==> config.mk <==
export PLATFORM = sky130hd
export DESIGN_NAME = ccf_flags
export DESIGN_NICKNAME = d
export VERILOG_FILES = /design/src/ccf_pkg.sv /design/src/ccf_cond_eval.sv /design/src/ccf_flags.sv
export VERILOG_INCLUDE_DIRS = /design/src /design/src/src
export SDC_FILE = /design/constraint.sdc
export NUM_CORES = 1
export LEC_CHECK = 0
export ABC_AREA = 1
export BUFFER_PORTS_ARGS = -buffer_cell sky130_fd_sc_hd__buf_4
export CAP_MARGIN = 0
export CORE_ASPECT_RATIO = 0.9
export CORE_MARGIN = 3
export CORE_UTILIZATION = 42
export DETAILED_ROUTE_END_ITERATION = 8
export PLACE_DENSITY_LB_ADDON = 0.15
export SYNTH_ARGS = -nofsm -noshare
export SYNTH_HDL_FRONTEND = slang
export SYNTH_HIERARCHICAL = 1
export SYNTH_SLANG_ARGS = --single-unit
==> constraint.sdc <==
create_clock -name pclk -period 1.6 [get_ports pclk]
set_input_delay 0.16 -clock pclk [delete_from_list [all_inputs] [get_ports pclk]]
set_output_delay 0.16 -clock pclk [all_outputs]
set_load 0.02 [all_outputs]
==> src/ccf_regs.svh <==
`ifndef CCF_REGS_SVH
`define CCF_REGS_SVH

// Byte addresses of the software registers on the APB.
`define CCF_ADDR_FLAGS 12'h000
`define CCF_ADDR_CSEL  12'h004
`define CCF_ADDR_CSTAT 12'h008
`define CCF_ADDR_UCNT  12'h00c

// Reset values of the software-visible state.
`define CCF_FLAGS_RST  5'h00
`define CCF_CSEL_RST   4'h0
`define CCF_UCNT_RST   16'h0000

// Widths of the flag and condition-select registers, and the hit bit of the status register.
`define CCF_FLAGS_W    5
`define CCF_CSEL_W     4
`define CCF_CSTAT_HIT  0

// Top bit position of each operand size.
`define CCF_MSB_BYTE   7
`define CCF_MSB_WORD   15
`define CCF_MSB_LONG   31

`endif

==> src/ccf_pkg.sv <==
package ccf_pkg;

   // Width of the source, destination and result buses.
   localparam int DATA_W = 32;

   // Per-flag update policy carried by every operation.
   typedef enum logic [2:0] {
      POL_KEEP  = 3'b000,
      POL_CALC  = 3'b001,
      POL_ZERO  = 3'b010,
      POL_SET   = 3'b011,
      POL_UNDEF = 3'b100
   } ccf_pol_t;

   // How the overflow, carry and zero values are formed.
   typedef enum logic [2:0] {
      CLS_ADD   = 3'b000,
      CLS_SUB   = 3'b001,
      CLS_ADD_X = 3'b010,
      CLS_SUBX  = 3'b011,
      CLS_DEC   = 3'b100,
      CLS_LOGIC = 3'b101,
      CLS_EXT   = 3'b110
   } ccf_cls_t;

   // Operand size.
   typedef enum logic [1:0] {
      SZ_BYTE = 2'b00,
      SZ_WORD = 2'b01,
      SZ_LONG = 2'b10
   } ccf_size_t;

   // Condition codes for branch and set instructions.
   typedef enum logic [3:0] {
      CND_ALWAYS = 4'h0, CND_NEVER  = 4'h1, CND_HIGHER = 4'h2, CND_LOWSAME = 4'h3,
      CND_CARRY0 = 4'h4, CND_CARRY1 = 4'h5, CND_DIFFER = 4'h6, CND_SAME    = 4'h7,
      CND_OVF0   = 4'h8, CND_OVF1   = 4'h9, CND_PLUS   = 4'ha, CND_MINUS   = 4'hb,
      CND_GREQ   = 4'hc, CND_LESS   = 4'hd, CND_GREAT  = 4'he, CND_LESSEQ  = 4'hf
   } ccf_cond_t;

   // The five flags; c lands in bit 0 and x in bit 4.
   typedef struct packed {
      logic x;
      logic n;
      logic z;
      logic v;
      logic c;
   } ccf_flags_t;

   // One operation from the execution datapath.
   typedef struct packed {
      ccf_cls_t            cls;
      ccf_size_t           size;
      ccf_pol_t            pol_x;
      ccf_pol_t            pol_n;
      ccf_pol_t            pol_z;
      ccf_pol_t            pol_v;
      ccf_pol_t            pol_c;
      logic [DATA_W-1:0]   src;
      logic [DATA_W-1:0]   dst;
      logic [DATA_W-1:0]   res;
      logic                v_ext;
      logic                c_ext;
   } ccf_op_t;

endpackage

==> src/ccf_cond_eval.sv <==
`timescale 1ns/1ps

// Evaluates one condition test against the flags.
module ccf_cond_eval (
   input  ccf_pkg::ccf_flags_t flags,
   input  ccf_pkg::ccf_cond_t  code,
   output logic                hit
);

   // Pure logic of the current flags; 1 means the condition is true.
   always_comb begin // [RULE11]
      unique case (code)
         ccf_pkg::CND_ALWAYS:  hit = 1'b1; // [RULE12]
         ccf_pkg::CND_NEVER:   hit = 1'b0;
         ccf_pkg::CND_HIGHER:  hit = ~flags.c & ~flags.z;
         ccf_pkg::CND_LOWSAME: hit = flags.c | flags.z;
         ccf_pkg::CND_CARRY0:  hit = ~flags.c;
         ccf_pkg::CND_CARRY1:  hit = flags.c;
         ccf_pkg::CND_DIFFER:  hit = ~flags.z;
         ccf_pkg::CND_SAME:    hit = flags.z; // [RULE12]
         ccf_pkg::CND_OVF0:    hit = ~flags.v;
         ccf_pkg::CND_OVF1:    hit = flags.v;
         ccf_pkg::CND_PLUS:    hit = ~flags.n;
         ccf_pkg::CND_MINUS:   hit = flags.n;
         ccf_pkg::CND_GREQ:    hit = ~(flags.n ^ flags.v);
         ccf_pkg::CND_LESS:    hit = flags.n ^ flags.v;
         ccf_pkg::CND_GREAT:   hit = ~(flags.n ^ flags.v) & ~flags.z;
         ccf_pkg::CND_LESSEQ:  hit = (flags.n ^ flags.v) | flags.z;
      endcase
   end

endmodule

==> src/ccf_flags.sv <==
// Operation
// (RULE1) Flag store holds negative, zero, overflow, carry, extend.
// (RULE2) Negative follows result top bit at size.
// (RULE3) Zero set only when sized result is zero.
// (RULE4) Overflow set when result is not representable.
// (RULE5) Addition carry set on carry out of top.
// (RULE6) Subtraction carry set when a borrow occurs.
// (RULE7) Moves keep extend; arithmetic copies carry to extend.
// (RULE8) Apply each flag's own update policy.
// (RULE9) Affected flags update on every execution.
// (RULE10) Logic-type ops keep extend, clear overflow, carry.
// (RULE11) Conditions are logic functions of current flags.
// (RULE12) Always-true succeeds; same-value needs zero set.
// (RULE13) Add overflow and carry from top bits.
// (RULE14) Extended ops only clear zero, never set it.
//
// Our own choices: the register offsets and the APB slave port.
`timescale 1ns/1ps
`include "ccf_regs.svh"

module ccf_flags #(
   parameter int CNT_W = 16
) (
   input  wire logic                pclk,
   input  wire logic                presetn,
   input  wire logic                psel,
   input  wire logic                penable,
   input  wire logic                pwrite,
   input  wire logic [11:0]         paddr,
   input  wire logic [31:0]         pwdata,
   output logic      [31:0]         prdata,
   output logic                     pready,
   output logic                     pslverr,
   input  wire logic                op_valid,
   input  ccf_pkg::ccf_op_t         op,
   input  ccf_pkg::ccf_cond_t       cond_code,
   output logic                     cond_true,
   output ccf_pkg::ccf_flags_t      flags_out
);

   // Returns the top bit of a value at the given operand size.
   function automatic logic top_bit(input ccf_pkg::ccf_size_t sz,
                                    input logic [ccf_pkg::DATA_W-1:0] val);
      logic b;
      b = val[`CCF_MSB_LONG];
      if (sz == ccf_pkg::SZ_BYTE) begin
         b = val[`CCF_MSB_BYTE];
      end else if (sz == ccf_pkg::SZ_WORD) begin
         b = val[`CCF_MSB_WORD];
      end
      return b;
   endfunction

   // Returns one when the value is all zeros at the given operand size.
   function automatic logic all_zero(input ccf_pkg::ccf_size_t sz,
                                     input logic [ccf_pkg::DATA_W-1:0] val);
      logic z;
      z = (val == '0);
      if (sz == ccf_pkg::SZ_BYTE) begin
         z = (val[`CCF_MSB_BYTE:0] == '0);
      end else if (sz == ccf_pkg::SZ_WORD) begin
         z = (val[`CCF_MSB_WORD:0] == '0);
      end
      return z;
   endfunction

   // Applies one flag's policy; an undefined result keeps the old value.
   function automatic logic apply_pol(input ccf_pkg::ccf_pol_t pol,
                                      input logic old_v,
                                      input logic calc_v);
      logic r;
      unique case (pol)
         ccf_pkg::POL_KEEP:  r = old_v;
         ccf_pkg::POL_CALC:  r = calc_v;
         ccf_pkg::POL_ZERO:  r = 1'b0;
         ccf_pkg::POL_SET:   r = 1'b1;
         ccf_pkg::POL_UNDEF: r = old_v;
         default:            r = old_v; // Codes above undefined are illegal.
      endcase
      return r;
   endfunction

   ccf_pkg::ccf_flags_t   flags_ff;     // The flag store.
   ccf_pkg::ccf_flags_t   nxt_flags;    // Flags after the current operation.
   logic [`CCF_CSEL_W-1:0] csel_ff;     // Condition chosen by software.
   logic [CNT_W-1:0]      ucnt_ff;      // Count of flag updates.
   logic [31:0]           prdata_ff;    // Read data, loaded in setup phase.
   logic                  s_m;          // Source top bit.
   logic                  d_m;          // Destination top bit.
   logic                  r_m;          // Result top bit.
   logic                  r_zero;       // Sized result is zero.
   logic                  add_v;        // Addition overflow.
   logic                  add_c;        // Addition carry.
   logic                  sub_v;        // Subtraction overflow.
   logic                  sub_c;        // Subtraction borrow.
   logic                  calc_z;       // Zero value by class.
   logic                  calc_v;       // Overflow value by class.
   logic                  calc_c;       // Carry value by class.
   logic                  is_logic;     // Data movement class.
   logic                  sw_hit;       // Outcome of the software condition.
   logic                  apb_setup;    // Setup phase of a transfer.
   logic                  apb_wr;       // Write access phase.
   logic                  addr_hit;     // Address maps to a register.
   logic [31:0]           rd_mux;       // Read value for the current address.

   // Top bits and zero detect, all at the operation's size.
   assign s_m    = top_bit(op.size, op.src);
   assign d_m    = top_bit(op.size, op.dst);
   assign r_m    = top_bit(op.size, op.res); // [RULE2]
   assign r_zero = all_zero(op.size, op.res); // [RULE3]

   // Signed overflow of an addition: like signs in, other sign out.
   assign add_v = (s_m & d_m & ~r_m) | (~s_m & ~d_m & r_m); // [RULE13] [RULE4]
   // Carry out of the top bit of an addition.
   assign add_c = (s_m & d_m) | (~r_m & d_m) | (s_m & ~r_m); // [RULE13] [RULE5]
   // Signed overflow of destination minus source.
   assign sub_v = (~s_m & d_m & ~r_m) | (s_m & ~d_m & r_m); // [RULE4]
   // Borrow out of destination minus source.
   assign sub_c = (s_m & ~d_m) | (r_m & ~d_m) | (s_m & r_m); // [RULE6]

   assign is_logic = (op.cls == ccf_pkg::CLS_LOGIC);

   // Class-dependent values of zero, overflow and carry.
   always_comb begin
      calc_z = r_zero; // [RULE3]
      calc_v = 1'b0;
      calc_c = 1'b0;
      unique case (op.cls)
         ccf_pkg::CLS_ADD: begin
            calc_v = add_v;
            calc_c = add_c;
         end
         ccf_pkg::CLS_SUB: begin
            calc_v = sub_v;
            calc_c = sub_c;
         end
         ccf_pkg::CLS_ADD_X: begin
            // Zero only ever clears so it spans a multiword chain.
            calc_z = r_zero ? flags_ff.z : 1'b0; // [RULE14]
            calc_v = add_v;
            calc_c = add_c;
         end
         ccf_pkg::CLS_SUBX: begin
            calc_z = r_zero ? flags_ff.z : 1'b0; // [RULE14]
            calc_v = sub_v;
            calc_c = sub_c;
         end
         ccf_pkg::CLS_DEC: begin
            // The decimal adjuster supplies carry or borrow itself.
            calc_z = r_zero ? flags_ff.z : 1'b0; // [RULE14]
            calc_v = op.v_ext;
            calc_c = op.c_ext;
         end
         ccf_pkg::CLS_LOGIC: begin
            calc_v = 1'b0; // [RULE10]
            calc_c = 1'b0; // [RULE10]
         end
         ccf_pkg::CLS_EXT: begin
            // Divide and multiply report their own overflow.
            calc_v = op.v_ext; // [RULE4]
            calc_c = op.c_ext;
         end
         default: begin
            // The unused class code takes every computed value from the stored flag.
            calc_z = flags_ff.z;
            calc_v = flags_ff.v;
            calc_c = flags_ff.c;
         end
      endcase
   end

   // Per-flag policy; extend takes the carry value, never moves on logic ops.
   always_comb begin
      nxt_flags.n = apply_pol(op.pol_n, flags_ff.n, r_m); // [RULE8] [RULE2]
      nxt_flags.z = apply_pol(op.pol_z, flags_ff.z, calc_z); // [RULE8]
      nxt_flags.v = apply_pol(op.pol_v, flags_ff.v, calc_v); // [RULE8]
      nxt_flags.c = apply_pol(op.pol_c, flags_ff.c, calc_c); // [RULE8]
      nxt_flags.x = is_logic ? flags_ff.x // [RULE7] [RULE10]
                             : apply_pol(op.pol_x, flags_ff.x, calc_c); // [RULE7]
   end

   assign apb_setup = psel & ~penable;
   assign apb_wr    = psel & penable & pwrite;

   // Address decode; anything else answers with an error.
   assign addr_hit = (paddr == `CCF_ADDR_FLAGS) | (paddr == `CCF_ADDR_CSEL) |
                     (paddr == `CCF_ADDR_CSTAT) | (paddr == `CCF_ADDR_UCNT);

   // The flag store. An operation beats a software write in the same cycle,
   // so the processor never loses a result to a racing register write.
   always_ff @(posedge pclk or negedge presetn) begin // [RULE1]
      if (!presetn) begin
         flags_ff <= `CCF_FLAGS_RST;
      end else if (op_valid) begin
         flags_ff <= nxt_flags; // [RULE9]
      end else if (apb_wr && paddr == `CCF_ADDR_FLAGS) begin
         flags_ff <= pwdata[`CCF_FLAGS_W-1:0];
      end
   end

   // Condition chosen for the software test.
   always_ff @(posedge pclk or negedge presetn) begin
      if (!presetn) begin
         csel_ff <= `CCF_CSEL_RST;
      end else if (apb_wr && paddr == `CCF_ADDR_CSEL) begin
         csel_ff <= pwdata[`CCF_CSEL_W-1:0];
      end
   end

   // Update counter; it wraps, so software should take differences.
   always_ff @(posedge pclk or negedge presetn) begin
      if (!presetn) begin
         ucnt_ff <= CNT_W'(`CCF_UCNT_RST);
      end else if (op_valid) begin
         ucnt_ff <= ucnt_ff + CNT_W'(1);
      end
   end

   // Read value of the addressed register; unused bits read as zero.
   always_comb begin
      rd_mux = 32'h0000_0000;
      if (paddr == `CCF_ADDR_FLAGS) begin
         rd_mux = 32'(flags_ff);
      end else if (paddr == `CCF_ADDR_CSEL) begin
         rd_mux = 32'(csel_ff);
      end else if (paddr == `CCF_ADDR_CSTAT) begin
         rd_mux[`CCF_CSTAT_HIT] = sw_hit;
      end else if (paddr == `CCF_ADDR_UCNT) begin
         rd_mux = 32'(ucnt_ff);
      end
   end

   // Read data is captured at the setup edge so it comes from a flop.
   always_ff @(posedge pclk or negedge presetn) begin
      if (!presetn) begin
         prdata_ff <= 32'h0000_0000;
      end else if (apb_setup && !pwrite) begin
         prdata_ff <= rd_mux;
      end
   end

   assign prdata    = prdata_ff;
   assign pready    = 1'b1;
   assign pslverr   = psel & penable & ~addr_hit;
   assign flags_out = flags_ff;

   // Condition seen by the instruction sequencer.
   ccf_cond_eval u_seq_eval (
      .flags (flags_ff),
      .code  (cond_code),
      .hit   (cond_true)
   );

   // Condition seen by software through the status register.
   ccf_cond_eval u_sw_eval (
      .flags (flags_ff),
      .code  (ccf_pkg::ccf_cond_t'(csel_ff)),
      .hit   (sw_hit)
   );
endmodule

======== Word level (Yosys, flattened, before mapping) ========
Index checks and enable logic that the tools add are counted.
storage, ports and cells
  bits in registers ....................... 57
  bits in latches ......................... 0
  bits in writable memories ............... 0
  memory bits (read-only) ................. 0
  bits of input ports ..................... 172
  output and inout port bits .............. 40
  logic and storage cells ................. 163
  memories kept ........................... 0
operators by class
  $add $sub $neg .......................... 1
  multiply operators ...................... 0
  div/mod/pow operators ................... 0
  magnitude comparators ................... 0
  equal/unequal tests ..................... 64
  shifts and indexed selects .............. 0
  muxes and demuxes ....................... 27
  bitwise operators ....................... 40
  reduce and logical (&&, ||, !) cells .... 23
operator list
  kind                   count
  $eq 4x4->1 const B     16
  $mux 32                2
  $eq 3x2->1 const B     12
  $eq 4x3->1 const B     8
  $logic_not 32->1       1
  $pmux 1 s16            2
  $mux 31                1
  $eq 12x4->1 const B    2
  $ne 4x1->1 const B     5
  $and 1x1->1            18
  $eq 3x1->1 const B     6
  $add 16x1->16 const B  1
  $eq 4x2->1 const B     4
  $logic_not 16->1       1
  $mux 16                1
  $pmux 1 s3             5
  $eq 12x3->1 const B    1
  $logic_not 12->1       1
  $mux 1                 11
  $or 1x1->1             11
  $mux 5                 2
  $not 1->1              10
  $eq 3x3->1 const B     3
  $eq 4x1->1 const B     2
  other kinds (20)       29

======== Longest topological paths before layout ========
  word-level depth ........................ 11
  gate-level depth with buffers ........... 13

======== Hierarchy ========
Netlist, hierarchy kept.
modules (own cells, without submodules)
  module         times used  cells each  area an instance (µm²)  sequential area each (µm²)
  ccf_flags      1           359         2650.0                  1026.0
  ccf_cond_eval  2           51          212.7                   0.0

======== Worst setup path before layout ========
No wires, ideal clock.
  path kind ............................... register to register
  start point ............................. register flags_ff (netlist bit flags_out[3])
  end point ............................... register prdata_ff[0], in the netlist prdata[0]
  library setup time ...................... 124 ps
  data arrival time ....................... 1323 ps
  data required time ...................... 1476 ps
  slack ................................... 153 ps
  stages on the path, launching flop included .. 12
  clock period less this slack ............ 1447 ps
  cells stage by stage .................... dfrtp_1 nand2_1 nand2_1 nand2_1 nand3_2 nand2_1 nor2_1 nand2_1 nand3b_1 nand4_1 o211ai_1 nand2_1
on the way
  cells in the longest elaborated chain, start to end .. 7
RTL lines
  what                    RTL line                                  source
  from (decl)             ccf_flags.sv:83                           ccf_pkg::ccf_flags_t flags_ff;
  from (signal assigned)  ccf_flags.sv:193                          flags_ff <= `CCF_FLAGS_RST;
  from (signal assigned)  ccf_flags.sv:195                          flags_ff <= nxt_flags;
  from (signal assigned)  ccf_flags.sv:197                          flags_ff <= pwdata[`CCF_FLAGS_W-1:0];
  $xor 1x1->1             -
  $not 1->1               ccf_cond_eval.sv:25, ccf_cond_eval.sv:27
  $and 1x1->1             ccf_cond_eval.sv:27                       ccf_pkg::CND_GREAT: hit = ~(flags.n ^ flags.v) & ~flags.z;
  $pmux 1 s16 *           ccf_cond_eval.sv:12                       unique case (code)
  named net sw_hit        ccf_flags.sv:100                          logic sw_hit;
  $mux 1 *                ccf_flags.sv:226                          end else if (paddr == `CCF_ADDR_CSTAT) begin
  $mux 32 *               ccf_flags.sv:224                          end else if (paddr == `CCF_ADDR_CSEL) begin
  $mux 32 *               ccf_flags.sv:222                          if (paddr == `CCF_ADDR_FLAGS) begin
  to (signal assigned)    ccf_flags.sv:238                          prdata_ff <= rd_mux;
  to (decl)               ccf_flags.sv:87                           logic [31:0] prdata_ff;
Mark *: on every way through the listed nets, which the timed path passes. The rest lies on a longest branch.
A chain may end at the register's enable or synchronous reset.

======== Worst setup path after layout ========
  start point ............................. register flags_ff (netlist bit flags_out[1])
  end point ............................... output cond_true
on the way
  cells in the longest elaborated chain, start to end .. 4
RTL lines
  what           RTL line                                  source
  $xor 1x1->1    -
  $not 1->1      ccf_cond_eval.sv:25, ccf_cond_eval.sv:27
  $and 1x1->1    ccf_cond_eval.sv:27
  $pmux 1 s16 *  ccf_cond_eval.sv:12
  to (decl)      ccf_flags.sv:37                           output logic cond_true,
Mark *: on every way between the ends. The rest lies on a longest branch, timed or not.

==> results list <==
- Crit path cell chain: buf_6 -> inv_2 -> nand2_2 -> nand2_2 -> nand2_2 -> nand3_2 -> nand2_1 -> nor2_1 -> nand2_1 -> buf_6
* Longest Clk Path Bufs: 2
- Setup repair after global routing missed its margin: yes
* Highest ir drop seen on vdd: roughly 0.00042 V
* Wire length of the first global-routing pass: about 14000 um
- Setup violations remaining at the end of the flow were counted as 1.
- The worst setup path is captured at an output port.
* Sequential share of power: about two fifths
- Fmax: 610 MHz
- Initial antenna violation count: 0
* Via count of the first global-routing pass: approximately 3000
- Counting flops with a built-in enable in the synthesized netlist gives 0.
* Dominant cells by area after synthesis: dfrtp_1 (33%), nand2_1 (19%), inv_1 (7.1%)
- Required time of the worst setup path: around 1.4 ns
* Mean post-synth cell area: 6.67 sq um
- Global-route usage over all layers: slightly above 20%
- At the pin with the least slew margin, the transition time is between 0.5 and 0.6 ns.
* Portion of total power attributed to the clock network: 26.1%
- Most common cell on crit path: nand2_2
- For the final routed database, the setup TNS stands at -0.0381 ns.
* Least setup slack across all paths after layout: -0.0381 ns
- The die is 87.2 um tall.
- The internal power of the cells totals roughly 2.2 mW.
- Number of cells in the finished layout apart from fillers: between 600 and 700
* Switching share of power: 34.5%
- In this run the clock root is driven by a clkbuf_8.
* Worst slack after detailed placement: between 0.05 and 0.06 ns
* Sequential cell area fraction in the yosys report: 33.4%
- Final global-route overflow total: 0
- The clock net in this run drives a total of 41 sinks.
- Maximum number of pins on one net before global-route repair: 42
- Dpl cell area: 4020 sq um
- Placed cell count: ~670
- Most used flip-flop cell after synthesis: dfrtp_1
* Net load switching power: 1.15 mW
* Share of the cycle needed by the critical path after routing: 102%
- The H-tree was split into 2 levels.
- The analysis attributes to cell leakage a power of between 2 and 2.5 nW.
* Floorplan die area: between 8000 and 9000 sq um
- Number of max-cap violations: 0
- Final Util: around 62%
- After floorplanning, the core was divided into 28 placement rows.
- Along the worst path, the maximum fanout reaches 4.
- From synthesis to final layout, the design area changed by 37.8%.
* Worst-path clk slew: about 0.08 ns
- Summing every instance area after synthesis gives 3080 sq um.
- TritonCTS created 5 clock buffers.
- For this block, the initial DRC count from the detailed router was around 130.
- Endpoint arrival time on the critical path: around 1.5 ns
* Placer Congestion: roughly 0.83
- The first detailed-routing pass ran for 5 iterations.
- The synthesized design contains 41 register bits.
- Counting both buffers and inverters, the worst setup path holds a total of 3.
* Critical Path Source Type: register
- Final routed wirelength across all metal layers: about 8400 um
- Antenna-violating nets left: 0
- After detailed routing, the number of vias per cell comes to ~4.8.
- Slowest cell on crit path: dfrtp_2
* Crit-path leading delay family: simple AND/OR/NAND/NOR gates
- The run finished, with violations left.
- The cell count after synthesis came out at between 400 and 500.
- Share of flip-flops with an asynchronous set or reset after synthesis: 100%
* Boundary pin count: around 210
- The HPWL after detailed placement is around 6600 um.
- Number of pins exceeding their max-slew limit in the final report: 0
* Path class of the lowest-slack min-delay path: primary input to register
* DRC violation count after routing: 0
* Number of vias after detailed routing: between 3000 and 4000
* Area share of the largest cell type after synthesis: around a third
- Port buffering added 109 buffers.
* Min Tclk post-route: approximately 1.6 ns
- Final Hold Viols: 0
- Inserted Diodes: 0
* Post-route clock skew: roughly 0.0087 ns
- Total power per unit cell area: 788 nW/um^2
- The share of total power dissipated in combinational logic is between 30% and 40%.
- Source-to-sink clock delay at the later pin of the worst-skew pair: roughly 0.3 ns
* Floorplan core area: between 6000 and 7000 sq um
- After the last flow step, the layout net total stands at around 760.
* Clock tree from TritonCTS: yes
- On the worst path, the slowest cell contributes a delay of roughly 0.42 ns.
- The largest total area in the synthesized netlist belongs to dfrtp_1.
- Warning count from the yosys run: 6
- The checks that failed: setup timing.
- The critical path in this run is classified as register to output port.
* Die extent in x: roughly 96 um
- Measured against its own limit, the worst slew margin works out to between 60 and 70%.
* Fraction of final layout cells with drive strength greater than 1: a little under a third
- Yosys cell types: 35
* Routed len/inst: ~12 um
- Starting utilization of the core area: around 45%
- Area of all placed cells without fillers: 4240 sq um
worst paths after layout:
check,slack [ns],start,to,depth (start not counted)
min,0.11,pwdata[2],csel_ff[2],2
min in group asynchronous,0.37,presetn,prdata[14],2
max in group asynchronous,0.84,presetn,flags_out[1],2
max reg2reg,0.06,flags_out[1],prdata[0],13
min reg2reg,0.48,prdata[13],prdata[13],2
max,-0.04,flags_out[1],cond_true,10
metal layers:
metal	GRT usage [%]	share of wire [%]	up-vias
met1	28.7	46	1444
met3	4.06	7.8	8
li1	-	-	1697
met4	4.01	0.98	0
met2	32.7	45	139
met5	0	0	-
layout make-up:
| class | count | area (sq um) |
|---|---|---|
| clock buffer | 6 | 82.6 |
| clock inverter | 2 | 37.5 |
| fill | 611 | 2590 |
| inverter | 68 | 255 |
| multi-input combinational | 347 | 1750 |
| sequential | 41 | 1030 |
| tap | 90 | 113 |
| timing repair buffer | 125 | 965 |
cell usage after synthesis, drive strengths merged, types with 4 or more instances:
| library cell | number |
|---|---|
| dfrtp | 41 |
| nor3 | 11 |
| nand4 | 9 |
| nand3 | 47 |
| nor2 | 40 |
| o21ai | 21 |
| nand2 | 158 |
| inv | 68 |
| buf | 17 |
| o211ai | 5 |
| nor4 | 4 |
| a21oi | 10 |
| xor2 | 12 |
registers in the layout, summed over array words and instances (netlist names):
| signal | count |
|---|---|
| flags_out | 5 |
| csel_ff | 4 |
| ucnt_ff | 16 |
| prdata | 16 |
power by group through the flow:
stage | Combinational, mW | Sequential [mW] | Clock (mW)
after floorplan | 0.622 | 1.35 | 0
after global placement | 1.00 | 1.35 | 0
after detailed placement | 1.03 | 1.35 | 0
after CTS | 1.07 | 1.33 | 0.885
after global routing | 1.28 | 1.35 | 0.931
final | 1.14 | 1.33 | 0.873
metrics by stage:
step / power [mW] / hold slack (ns)
CTS: 3.29 / 0.101
global placement: 2.35 / 0.168
floorplan: 1.97 / -0.136
finish: 3.34 / 0.105
global route: 3.57 / 0.0943
detailed placement: 2.38 / 0.170
repair_timing:
item / in CTS / in global routing
buffers inserted: 2 / 2
setup endpoints to repair: 1 / 5
endpoints found under the hold margin: 41 / 0
gates resized for setup: 5 / 17
pin swaps: 1 / 7
hold buffers: 1 / 0
worst register-to-register path, stage by stage (launching register included):
cell and delay (ns):
dfrtp_2 0.42, buf_4 0.16, inv_1 0.06, nand2_2 0.06, nand2_2 0.07, nand2_1 0.06
nand3_2 0.05, nand2_1 0.05, nor2_1 0.07, nand2_1 0.06, nand3b_1 0.09, nand4_1 0.10
o211ai_1 0.11, nand2_1 0.07
cells in the final DEF, fill, tap and decap left out, types with 5 or more instances in the layout:
cell type	n
nand2_1	146
buf_4	120
inv_1	56
nand3_1	38
dfrtp_1	36
nor2_1	35
conb_1	17
inv_2	12
xor2_1	12
o21ai_0	12
nand2_2	12
nand4_1	9
a21oi_1	9
o21ai_1	9
nand3_2	8
clkbuf_8	6
nor3_1	5
o211ai_1	5
dfrtp_2	5
logic make-up (layout without fill, tap and decap cells):
family | after synthesis | count (layout) | synth area share, %
flip-flops | 41 | 41 | 33.4
buffers and inverters | 88 | 201 | 12.8
multiplexers | 1 | 1 | 0.366
AO/OA/AOI/OAI | 44 | 44 | 8.30
AND/OR/NAND/NOR | 271 | 271 | 40.8
adder cells (fa/ha/maj) | 1 | 1 | 0.407
other | 2 | 17 | 0.244
XOR/XNOR | 13 | 13 | 3.70
Power figures use the tool's default switching activity.
